==> src/verilog/usb_ep_pkg.sv <==
package usb_ep_pkg;
  localparam int ADDR_W = 4;
  localparam int DATA_W = 8;
  localparam int BUF_DEPTH = 8;
  localparam int BUF_AW = 3;
  localparam int BUF_SEL_BIT = 3;
  localparam logic [3:0] ADDR_MODE = 4'h0;
  localparam logic [3:0] ADDR_COUNT = 4'h1;
  localparam logic [7:0] MODE_RST = 8'h00;
  localparam logic [7:0] COUNT_RST = 8'h00;
  localparam int STAT_LSB = 4;
  localparam int STAT_ACK = 0;
  localparam int STAT_OUT = 1;
  localparam int STAT_IN = 2;
  localparam int STAT_SETUP = 3;
  localparam int CNT_DVAL_BIT = 6;
  localparam int CNT_TGL_BIT = 7;
  localparam logic [3:0] RX_MAX_CNT = 4'ha;
  localparam logic [3:0] ZLP_CNT = 4'h2;
  localparam logic [3:0] CNT_SAT = 4'hf;
  localparam logic [3:0] TX0_LEN = 4'h0;
  localparam logic [3:0] MODE_DISABLE = 4'h0;
  localparam logic [3:0] MODE_NAK_INOUT = 4'h1;
  localparam logic [3:0] MODE_STATUS_OUT = 4'h2;
  localparam logic [3:0] MODE_STALL_INOUT = 4'h3;
  localparam logic [3:0] MODE_IGNORE_INOUT = 4'h4;
  localparam logic [3:0] MODE_ISO_OUT = 4'h5;
  localparam logic [3:0] MODE_STATUS_IN = 4'h6;
  localparam logic [3:0] MODE_ISO_IN = 4'h7;
  localparam logic [3:0] MODE_NAK_OUT = 4'h8;
  localparam logic [3:0] MODE_ACK_OUT = 4'h9;
  localparam logic [3:0] MODE_NAK_OUT_STIN = 4'ha;
  localparam logic [3:0] MODE_ACK_OUT_STIN = 4'hb;
  localparam logic [3:0] MODE_NAK_IN = 4'hc;
  localparam logic [3:0] MODE_ACK_IN = 4'hd;
  localparam logic [3:0] MODE_NAK_IN_STOUT = 4'he;
  localparam logic [3:0] MODE_ACK_IN_STOUT = 4'hf;
  typedef enum logic [1:0] {TOK_SETUP, TOK_IN, TOK_OUT} tok_t;
  typedef enum logic [1:0] {HS_ACK, HS_NAK, HS_STALL} hs_t;
  typedef enum logic [3:0] {
    R_IGN, R_ACPT, R_NAK, R_STALL, R_TX0, R_TXCNT, R_CHECK, R_ACKD, R_ALWAYS
  } resp_t;
  typedef enum logic [1:0] {ST_IDLE, ST_RX, ST_TX} eng_state_t;
endpackage

==> src/verilog/ep_buf_if.sv <==
interface ep_buf_if #(
  parameter int AW = 3,
  parameter int DW = 8
);
  logic wr_en;
  logic [AW-1:0] wr_addr;
  logic [DW-1:0] wr_data;
  logic rd_en;
  logic [AW-1:0] rd_addr;
  logic byp_en;
  logic [DW-1:0] byp_data;
  logic [DW-1:0] rd_data;
  logic [AW-1:0] tx_addr;
  logic [DW-1:0] tx_data;
  modport owner (
    output wr_en, wr_addr, wr_data, rd_en, rd_addr, byp_en, byp_data, tx_addr,
    input rd_data, tx_data
  );
  modport mem (
    input wr_en, wr_addr, wr_data, rd_en, rd_addr, byp_en, byp_data, tx_addr,
    output rd_data, tx_data
  );
endinterface

==> src/verilog/ep_buf_mem.sv <==
module ep_buf_mem #(
  parameter int DEPTH = 8,
  parameter int AW = 3,
  parameter int DW = 8
) (
  input wire logic i_clk_sys,
  input wire logic i_rst_n,
  ep_buf_if.mem bus
);
  logic [DW-1:0] mem_q [DEPTH];
  logic [DW-1:0] rd_q;
  logic [DW-1:0] tx_q;

  // Read port also carries register words, so the bus read data is one flop
  assign bus.rd_data = rd_q;
  assign bus.tx_data = tx_q;

  always_ff @(posedge i_clk_sys or negedge i_rst_n) begin
    if (!i_rst_n) begin
      for (int k = 0; k < DEPTH; k++) begin
        mem_q[k] <= '0;
      end
    end else if (bus.wr_en) begin
      mem_q[bus.wr_addr] <= bus.wr_data;
    end
  end

  always_ff @(posedge i_clk_sys or negedge i_rst_n) begin
    if (!i_rst_n) begin
      rd_q <= '0;
      tx_q <= '0;
    end else begin
      tx_q <= mem_q[bus.tx_addr];
      if (bus.rd_en) begin
        rd_q <= bus.byp_en ? bus.byp_data : mem_q[bus.rd_addr];
      end
    end
  end
endmodule

==> src/verilog/usb_endpoint_mode_engine.sv <==
// Contract
// - Reset puts the endpoint in disabled mode; only firmware leaves it.
// - Mode 0000 ignores all tokens: no handshake, status or interrupt.
// - Accepted Setup rewrites mode to 0001; never from mode 0000.
// - Setup-accepting modes ACK a valid Setup data packet.
// - Mode 1001 ACKs valid Out then moves to 1000; Setup, In ignored.
// - Mode 1011 takes Setup, sends zero length on In, ACKs Out, then 1010.
// - Mode 1101 sends count on In; host ACK moves it to 1100.
// - Mode 1111 takes Setup, sends count, checks Out; acked In gives 1110.
// - Setup, In and Out status bits record the received token kind.
// - Status check accepts Out only when zero length with toggle one.
// - Only valid transactions get a handshake; invalid ones get none.
// - Interrupt on valid completion or on buffer corrupted by receive.
// - Data valid only if count with CRC is at most 10 and checks pass.
// - Modes not accepting Setup ignore Setup tokens.
// - Out-configured modes ignore In; In-configured modes ignore Out.
// - In and Out status bits are set at transaction end.
// - Setup status bit is set when the Setup data phase begins.
// - ACKed transaction locks mode and count registers against CPU writes.
// - Lock clears only on CPU read after the transaction completes.
//
// Design decisions made here: the strobed register port and the placing of the registers.
module usb_endpoint_mode_engine #(
  parameter int BUF_DEPTH = usb_ep_pkg::BUF_DEPTH
) (
  input wire logic i_clk_sys,
  input wire logic i_rst_n,
  input wire logic [usb_ep_pkg::ADDR_W-1:0] i_addr,
  input wire logic [usb_ep_pkg::DATA_W-1:0] i_wdata,
  input wire logic i_wr,
  input wire logic i_rd,
  output logic [usb_ep_pkg::DATA_W-1:0] o_rdata,
  input wire logic i_tok_valid,
  input wire usb_ep_pkg::tok_t i_tok_kind,
  input wire logic i_data_start,
  input wire logic i_data_valid,
  input wire logic [usb_ep_pkg::DATA_W-1:0] i_data_byte,
  input wire logic i_data_end,
  input wire logic i_data_ok,
  input wire logic i_data_tgl,
  input wire logic i_host_ack,
  output logic o_hs_valid,
  output usb_ep_pkg::hs_t o_hs_code,
  output logic o_tx_start,
  output logic [3:0] o_tx_len,
  output logic o_tx_tgl,
  input wire logic [usb_ep_pkg::BUF_AW-1:0] i_tx_idx,
  output logic [usb_ep_pkg::DATA_W-1:0] o_tx_byte,
  output logic o_irq,
  output logic o_locked
);
  import usb_ep_pkg::*;

  // Setup is refused by the disabled mode and by the data-only modes
  function automatic logic setup_ok(logic [3:0] m);
    unique case (m)
      MODE_DISABLE: setup_ok = 1'b0;
      MODE_NAK_INOUT: setup_ok = 1'b1;
      MODE_STATUS_OUT: setup_ok = 1'b1;
      MODE_STALL_INOUT: setup_ok = 1'b1;
      MODE_IGNORE_INOUT: setup_ok = 1'b1;
      MODE_ISO_OUT: setup_ok = 1'b0;
      MODE_STATUS_IN: setup_ok = 1'b1;
      MODE_ISO_IN: setup_ok = 1'b0;
      MODE_NAK_OUT: setup_ok = 1'b0;
      MODE_ACK_OUT: setup_ok = 1'b0;
      MODE_NAK_OUT_STIN: setup_ok = 1'b1;
      MODE_ACK_OUT_STIN: setup_ok = 1'b1;
      MODE_NAK_IN: setup_ok = 1'b0;
      MODE_ACK_IN: setup_ok = 1'b0;
      MODE_NAK_IN_STOUT: setup_ok = 1'b1;
      MODE_ACK_IN_STOUT: setup_ok = 1'b1;
    endcase
  endfunction

  function automatic resp_t in_resp(logic [3:0] m);
    unique case (m)
      MODE_DISABLE: in_resp = R_IGN;
      MODE_NAK_INOUT: in_resp = R_NAK;
      MODE_STATUS_OUT: in_resp = R_STALL;
      MODE_STALL_INOUT: in_resp = R_STALL;
      MODE_IGNORE_INOUT: in_resp = R_IGN;
      MODE_ISO_OUT: in_resp = R_IGN;
      MODE_STATUS_IN: in_resp = R_TX0;
      MODE_ISO_IN: in_resp = R_TXCNT;
      MODE_NAK_OUT: in_resp = R_IGN;
      MODE_ACK_OUT: in_resp = R_IGN;
      MODE_NAK_OUT_STIN: in_resp = R_TX0;
      MODE_ACK_OUT_STIN: in_resp = R_TX0;
      MODE_NAK_IN: in_resp = R_NAK;
      MODE_ACK_IN: in_resp = R_TXCNT;
      MODE_NAK_IN_STOUT: in_resp = R_NAK;
      MODE_ACK_IN_STOUT: in_resp = R_TXCNT;
    endcase
  endfunction

  function automatic resp_t out_resp(logic [3:0] m);
    unique case (m)
      MODE_DISABLE: out_resp = R_IGN;
      MODE_NAK_INOUT: out_resp = R_NAK;
      MODE_STATUS_OUT: out_resp = R_CHECK;
      MODE_STALL_INOUT: out_resp = R_STALL;
      MODE_IGNORE_INOUT: out_resp = R_IGN;
      MODE_ISO_OUT: out_resp = R_ALWAYS;
      MODE_STATUS_IN: out_resp = R_STALL;
      MODE_ISO_IN: out_resp = R_IGN;
      MODE_NAK_OUT: out_resp = R_NAK;
      MODE_ACK_OUT: out_resp = R_ACKD;
      MODE_NAK_OUT_STIN: out_resp = R_NAK;
      MODE_ACK_OUT_STIN: out_resp = R_ACKD;
      MODE_NAK_IN: out_resp = R_IGN;
      MODE_ACK_IN: out_resp = R_IGN;
      MODE_NAK_IN_STOUT: out_resp = R_CHECK;
      MODE_ACK_IN_STOUT: out_resp = R_CHECK;
    endcase
  endfunction

  function automatic logic [3:0] ack_next(logic [3:0] m);
    unique case (m)
      MODE_ACK_OUT: ack_next = MODE_NAK_OUT;
      MODE_ACK_OUT_STIN: ack_next = MODE_NAK_OUT_STIN;
      MODE_ACK_IN: ack_next = MODE_NAK_IN;
      MODE_ACK_IN_STOUT: ack_next = MODE_NAK_IN_STOUT;
      default: ack_next = m;
    endcase
  endfunction

  // NAK or STALL only; an ACK is forced after the checks
  function automatic hs_t hs_of(resp_t r);
    unique case (r)
      R_NAK: hs_of = HS_NAK;
      default: hs_of = HS_STALL;
    endcase
  endfunction

  eng_state_t st_q, st_d;
  resp_t resp_q, resp_d;
  tok_t tok_q, tok_d;
  logic [3:0] rxcnt_q, rxcnt_d;
  logic [7:0] mode_q, mode_d;
  logic [7:0] count_q, count_d;
  logic lock_q, lock_d;
  logic hs_v_q, hs_v_d;
  hs_t hs_c_q, hs_c_d;
  logic tx_start_q, tx_start_d;
  logic [3:0] tx_len_q, tx_len_d;
  logic tx_tgl_q, tx_tgl_d;
  logic irq_q, irq_d;
  logic [3:0] stat_set;
  logic ack_rx, ack_in, rx_we;
  logic hw_mode_we, hw_cnt_we;
  logic [3:0] hw_mode;
  logic hw_dval, hw_tgl;

  ep_buf_if #(.AW(BUF_AW), .DW(DATA_W)) buf_bus ();

  ep_buf_mem #(.DEPTH(BUF_DEPTH), .AW(BUF_AW), .DW(DATA_W)) u_buf (
    .i_clk_sys(i_clk_sys),
    .i_rst_n(i_rst_n),
    .bus(buf_bus.mem)
  );

  wire [3:0] mode_f = mode_q[3:0];
  wire resp_t tok_resp = (mode_f == MODE_DISABLE) ? R_IGN :
    (i_tok_kind == TOK_SETUP) ? (setup_ok(mode_f) ? R_ACPT : R_IGN) :
    (i_tok_kind == TOK_IN) ? in_resp(mode_f) : out_resp(mode_f);
  // An ignored token does not even leave idle
  wire tok_take = i_tok_valid && (tok_resp != R_IGN);
  wire valid_pkt = i_data_ok && (rxcnt_q <= RX_MAX_CNT);
  wire buffered = (resp_q == R_ACPT) || (resp_q == R_ACKD) || (resp_q == R_ALWAYS);
  wire zlp_ok = (rxcnt_q == ZLP_CNT) && i_data_tgl;
  wire rx_in_buf = rxcnt_q < 4'(BUF_DEPTH);

  // CPU side decode
  wire sel_buf = i_addr[BUF_SEL_BIT];
  wire cpu_wr_mode = i_wr && (i_addr == ADDR_MODE) && !lock_q;
  wire cpu_wr_cnt = i_wr && (i_addr == ADDR_COUNT) && !lock_q;
  wire cpu_rd_regs = i_rd && ((i_addr == ADDR_MODE) || (i_addr == ADDR_COUNT));
  // Reads during a transaction do not count, so firmware cannot race the engine
  wire unlock = cpu_rd_regs && (st_q == ST_IDLE);
  wire [7:0] reg_rdata = (i_addr == ADDR_MODE) ? mode_q :
    (i_addr == ADDR_COUNT) ? count_q : 8'h00;

  // Receive wins the buffer write port; a CPU buffer write in that cycle is lost
  assign buf_bus.wr_en = rx_we || (i_wr && sel_buf);
  assign buf_bus.wr_addr = rx_we ? rxcnt_q[BUF_AW-1:0] : i_addr[BUF_AW-1:0];
  assign buf_bus.wr_data = rx_we ? i_data_byte : i_wdata;
  assign buf_bus.rd_en = i_rd;
  assign buf_bus.rd_addr = i_addr[BUF_AW-1:0];
  assign buf_bus.byp_en = !sel_buf;
  assign buf_bus.byp_data = reg_rdata;
  assign buf_bus.tx_addr = i_tx_idx;

  always_comb begin
    st_d = st_q;
    resp_d = resp_q;
    tok_d = tok_q;
    rxcnt_d = rxcnt_q;
    hs_v_d = 1'b0;
    hs_c_d = hs_c_q;
    tx_start_d = 1'b0;
    tx_len_d = tx_len_q;
    tx_tgl_d = tx_tgl_q;
    irq_d = 1'b0;
    stat_set = 4'h0;
    ack_rx = 1'b0;
    ack_in = 1'b0;
    rx_we = 1'b0;
    hw_cnt_we = 1'b0;
    hw_dval = count_q[CNT_DVAL_BIT];
    hw_tgl = count_q[CNT_TGL_BIT];
    unique case (st_q)
      ST_IDLE: begin
        if (tok_take) begin
          resp_d = tok_resp;
          tok_d = i_tok_kind;
          if (i_tok_kind == TOK_IN) begin
            if (tok_resp == R_NAK || tok_resp == R_STALL) begin
              hs_v_d = 1'b1;
              hs_c_d = hs_of(tok_resp);
              stat_set[STAT_IN] = 1'b1;
              irq_d = 1'b1;
            end else begin
              tx_start_d = 1'b1;
              tx_len_d = (tok_resp == R_TX0) ? TX0_LEN : count_q[3:0];
              tx_tgl_d = count_q[CNT_TGL_BIT];
              st_d = ST_TX;
            end
          end else begin
            rxcnt_d = 4'h0;
            st_d = ST_RX;
          end
        end
      end
      ST_RX: begin
        if (i_data_start && tok_q == TOK_SETUP) begin
          stat_set[STAT_SETUP] = 1'b1;
        end
        if (i_data_valid) begin
          rx_we = buffered && rx_in_buf;
          rxcnt_d = (rxcnt_q == CNT_SAT) ? CNT_SAT : rxcnt_q + 4'h1;
        end
        if (i_data_end) begin
          st_d = ST_IDLE;
          stat_set[STAT_OUT] = (tok_q == TOK_OUT) && (buffered || valid_pkt);
          if (buffered) begin
            // Buffer was written even if the packet turns out bad
            hw_cnt_we = 1'b1;
            hw_dval = valid_pkt;
            hw_tgl = i_data_tgl;
            irq_d = 1'b1;
            ack_rx = valid_pkt && (resp_q != R_ALWAYS);
          end else if (valid_pkt) begin
            irq_d = 1'b1;
            hs_v_d = 1'b1;
            hs_c_d = hs_of(resp_q);
            if (resp_q == R_CHECK) begin
              hw_cnt_we = 1'b1;
              hw_dval = 1'b1;
              hw_tgl = i_data_tgl;
              ack_rx = zlp_ok;
            end
          end
        end
      end
      ST_TX: begin
        // A new token abandons the In; host stays silent on a lost packet
        if (i_host_ack || i_tok_valid) begin
          st_d = ST_IDLE;
          stat_set[STAT_IN] = 1'b1;
          irq_d = 1'b1;
          ack_in = i_host_ack;
        end
      end
    endcase
    if (ack_rx) begin
      hs_v_d = 1'b1;
      hs_c_d = HS_ACK;
    end
  end

  assign hw_mode_we = ack_rx || ack_in;
  // A passed status check keeps its mode; only data ACKs advance it
  wire [3:0] ack_mode = (resp_q == R_CHECK) ? mode_f : ack_next(mode_f);
  assign hw_mode = (tok_q == TOK_SETUP) ? MODE_NAK_INOUT : ack_mode;

  wire [3:0] ack_set = {3'b000, hw_mode_we};
  wire [3:0] stat_wr = cpu_wr_mode ? i_wdata[7:4] : mode_q[7:4];
  wire [3:0] mode_wr = cpu_wr_mode ? i_wdata[3:0] : mode_f;
  // Hardware set wins over a firmware clear in the same cycle
  assign mode_d = {stat_wr | stat_set | ack_set,
    hw_mode_we ? hw_mode : mode_wr};
  wire [7:0] cnt_wr = cpu_wr_cnt ? i_wdata : count_q;
  assign count_d = hw_cnt_we ? {hw_tgl, hw_dval, 2'b00, rxcnt_q} : cnt_wr;
  assign lock_d = hw_mode_we || (lock_q && !unlock);

  always_ff @(posedge i_clk_sys or negedge i_rst_n) begin
    if (!i_rst_n) begin
      st_q <= ST_IDLE;
      resp_q <= R_IGN;
      tok_q <= TOK_SETUP;
      rxcnt_q <= 4'h0;
      mode_q <= MODE_RST;
      count_q <= COUNT_RST;
      lock_q <= 1'b0;
    end else begin
      st_q <= st_d;
      resp_q <= resp_d;
      tok_q <= tok_d;
      rxcnt_q <= rxcnt_d;
      mode_q <= mode_d;
      count_q <= count_d;
      lock_q <= lock_d;
    end
  end

  always_ff @(posedge i_clk_sys or negedge i_rst_n) begin
    if (!i_rst_n) begin
      hs_v_q <= 1'b0;
      hs_c_q <= HS_ACK;
      tx_start_q <= 1'b0;
      tx_len_q <= 4'h0;
      tx_tgl_q <= 1'b0;
      irq_q <= 1'b0;
    end else begin
      hs_v_q <= hs_v_d;
      hs_c_q <= hs_c_d;
      tx_start_q <= tx_start_d;
      tx_len_q <= tx_len_d;
      tx_tgl_q <= tx_tgl_d;
      irq_q <= irq_d;
    end
  end

  assign o_rdata = buf_bus.rd_data;
  assign o_tx_byte = buf_bus.tx_data;
  assign o_hs_valid = hs_v_q;
  assign o_hs_code = hs_c_q;
  assign o_tx_start = tx_start_q;
  assign o_tx_len = tx_len_q;
  assign o_tx_tgl = tx_tgl_q;
  assign o_irq = irq_q;
  assign o_locked = lock_q;
endmodule

==> config.mk <==
export PLATFORM = sky130hd
export DESIGN_NAME = usb_endpoint_mode_engine
export DESIGN_NICKNAME = d
export VERILOG_FILES = /design/src/verilog/usb_ep_pkg.sv /design/src/verilog/ep_buf_if.sv /design/src/verilog/ep_buf_mem.sv /design/src/verilog/usb_endpoint_mode_engine.sv
export SDC_FILE = /design/constraint.sdc
export NUM_CORES = 1
export LEC_CHECK = 0
export ABC_AREA = 1
export BUFFER_PORTS_ARGS = -buffer_cell sky130_fd_sc_hd__buf_4
export CAP_MARGIN = 20
export CORE_ASPECT_RATIO = 0.75
export CORE_MARGIN = 10
export CORE_UTILIZATION = 55
export DETAILED_ROUTE_END_ITERATION = 6
export GPL_TIMING_DRIVEN = 1
export PLACE_DENSITY = 0.8
export SYNTH_ARGS = -nofsm -noshare
export SYNTH_HDL_FRONTEND = slang
export SYNTH_SLANG_ARGS = --single-unit
==> constraint.sdc <==
create_clock -name i_clk_sys -period 5.31 [get_ports i_clk_sys]
set_clock_uncertainty 0.2 [all_clocks]
set_input_delay 0.531 -clock i_clk_sys [delete_from_list [all_inputs] [get_ports i_clk_sys]]
set_output_delay 0.531 -clock i_clk_sys [all_outputs]
set_load 0.005 [all_outputs]
==> impl_metrics.ini <==
[synth]
synthDistinctLibCells = 38
synth_edf_count = 0
synth_cells = 906
synth_top_area_share = 0.440
syn_avg_cell_area_um2 = 7.47
synth.yosys.warnings = 0
synthTopCellsByArea = dfrtp_1 44%, nand2_1 17%, o21ai_0 6.4%
synth-seq-cells = 119
yosys.area.top_type = dfrtp_1
synth_async_sr_flop_share = 1.00
syn_area_um2 = 6770
syn-num-nets = 948
seq_area_frac_synth = 0.440
ys.flop_type = dfrtp_1

[clock_tree]
cts_num_sinks = 119
root_buffer = clkbuf_16
cts.repair.resized = 0
cts.clk_slew.worst_paths_ns = 0.06
cts_max_level = 4
post-cts-setup-buffers = 0
worstSkewPairLatency_ns = 0.42
postCtsHoldBufs = 0
cts.path.max_buffers = 2
cts_tree = built
cts_made_buffers = 17

[critical_path]
path_class = reg2reg
critPathMaxStageDelay_ns = 0.50
ff2ff_path_depth = 9
startpoint_type = flip-flop
cpMostUsedCell = nand2_1
slowest_stage = ha_1
critPathCaptureType = flip-flop
path_cells = inv_1 > ha_1 > nand4_4 > o21ai_1 > nand2_4 > inv_2 > nand2_2 > nand2_1 > nand2_1
reg2reg_to = u_buf.mem_q[39]$_DFFE_PN0P_
critPathLaunch = st_q[1]$_DFFE_PN0P_
r2r_slack_ns = 2.57
worstPathArrival_ns = 2.85
path_delay_family = simple AND/OR/NAND/NOR gates
required_ns = 5.41
timing.rr.start = st_q[1]$_DFFE_PN0P_
crit_buf_inv = 2
cp_max_fo = 23

[floorplanning]
dieArea_um2 = 17200
die_y_um = 116
coreArea_um2 = 12200
ioPinCount = 63
initial_core_util = 0.556
num_rows = 35
die-width_um = 148

[detailed_routing]
wl_per_cell_um = 18.7
routed_via_density = 5.84
drtIter0Drc = 911
drc = 0
antenna_left = 0
vias = 6635
postRouteWirelength_mm = 21.2
dr.pass1.iters = 5

[global_routing]
antenna_found_initial = 0
grt_use_total = 0.251
grt_overflow = 0
grt_pass1_wl_mm = 33.8
grt_pass1_vias = 6053
grt_max_degree = 78

[place]
numPortBuffers = 62
place_area_um2 = 7310
routabilityCongestion = 0.989
dp_hpwl_mm = 14.9
dp_slack_ns = 2.46

[power_and_ir_drop]
power_frac_clock = 0.282
internal_power_w = 0.00251
seq_power_share = 0.387
peakVddDrop_v = 0.000294
powerDensity_nw_per_um2 = 514
p_sw_w = 0.00155
combPwrFrac = 0.332
total_power_w = 0.00406
switching_share = 0.383
p_leak_nw = 3.96

[final_layout]
fin_nets = 1000
drive_gt1_frac = 0.152
finalInstanceArea_um2 = 7910
diodes = 0
nFillCells = 1087
area_delta_synth_final_pct = 16.8

[outcome]
status = finished clean

[job]
drv_cap = 0

[sta]
fmax_mhz = 364
slew_headroom = 0.362
setup_viol = 0
finalHoldViolations = 0
maxSlewViolCount = 0
whs_ns = 0.0534
fin_tns_setup_ns = 0
min_period_over_period = 0.517
min_period_ns = 2.74
rsz0062_at_grt = false
worst_slew_pin_slew_ns = 0.958
fin_ws_ns = 2.57

[hold_path]
hold_class = in2async
==> cell families after synthesis <==
kind of cell / after synthesis / synth area share
adder cells (fa/ha/maj): 6 / 0.0111
buffers and inverters: 134 / 0.0798
multiplexers: 6 / 0.00998
AND/OR/NAND/NOR: 430 / 0.277
AO/OA/AOI/OAI: 211 / 0.182
flip-flops: 119 / 0.440
==> cell type report <==
cell class	instances	area [µm²]	area share
multi-input cells	653	3250	0.411
flip-flops and latches	119	2980	0.377
repair buffers	65	488	0.0617
clock buffers	21	470	0.0595
inverters	102	385	0.0487
well taps	166	208	0.0263
clock inverters	11	124	0.0157
==> power by group through the flow <==
stage	combinational (W)	sequential (W)	clock, W
final	0.00135	0.00157	0.00114
after global routing	0.00152	0.00162	0.00120
after CTS	0.00133	0.00156	0.00115
after detailed placement	0.00132	0.00156	0
after global placement	0.00129	0.00156	0
after floorplan	0.000950	0.00148	0
==> cells in the final DEF, fill, tap and decap left out, types with 2 or more instances in the layout <==
master / n
buf_4: 65
clkinv_2: 3
nand3_2: 2
a31oi_1: 24
nand2_2: 12
bufinv_16: 2
o21ai_0: 86
a21oi_1: 46
ha_1: 6
clkbuf_16: 17
inv_2: 8
mux2_2: 6
nor3_1: 5
nor2_1: 50
o211ai_1: 21
nor2_8: 2
inv_1: 93
nand4_1: 6
clkinvlp_4: 3
o21ai_1: 4
o221ai_1: 12
o21ai_2: 7
nor2_4: 6
nand3_1: 38
nand3b_1: 2
nor2_2: 2
nand2_4: 5
clkbuf_8: 3
dfrtp_1: 119
a22o_1: 2
nand2_1: 298
o22ai_1: 5
clkinv_4: 3
==> flip-flops by register name (all words and copies together), names as in the netlist <==
name and count:
count_q 8, mode_q 8, o_hs_code 2, o_hs_valid 1, o_irq 1, o_locked 1, o_tx_len 4, o_tx_start 1
o_tx_tgl 1, resp_q 4, rxcnt_q 4, st_q 2, tok_q 2, u_buf.bus.rd_data 8, u_buf.bus.tx_data 8, u_buf.mem_q 64
==> per-stage QoR <==
step | utilization | instances
global placement | 0.601 | 1105
global route | 0.649 | 1137
detailed placement | 0.601 | 1105
finish | 0.649 | 1137
floorplan | - | 906
CTS | 0.649 | 1137
==> worst max-delay path by stage <==
stage / end / slack, ns / cells after the start
4_1_cts: u_buf.mem_q[39]$_DFFE_PN0P_ / 2.61 / 9
6_report: u_buf.mem_q[39]$_DFFE_PN0P_ / 2.57 / 9
2_1_floorplan: mode_q[0]$_DFFE_PN0P_ / 3.31 / 15
5_1_grt: u_buf.mem_q[13]$_DFFE_PN0P_ / 2.43 / 6
3_3_place_gp: mode_q[0]$_DFFE_PN0P_ / 2.56 / 10
3_5_place_dp: mode_q[0]$_DFFE_PN0P_ / 2.46 / 9
==> Yosys cell counts (8+ instances only) <==
master	count
dfrtp_1	119
inv_2	8
a31oi_1	24
a21oi_1	46
nand2_1	298
clkbuf_1	20
nand3_1	38
nand2_2	12
o221ai_1	12
o211ai_1	21
nor2_1	50
inv_1	93
o21ai_0	86
==> per-layer routing <==
| layer | vias to the layer above | share of wire | global-route usage |
|---|---|---|---|
| met3 | 42 | 0.13 | 0.0663 |
| met2 | 399 | 0.42 | 0.351 |
| li1 | 3097 | - | - |
| met4 | 0 | 0.019 | 0.0718 |
| met5 | - | 0 | 0 |
| met1 | 3097 | 0.44 | 0.370 |
Power figures use the tool's default switching activity.
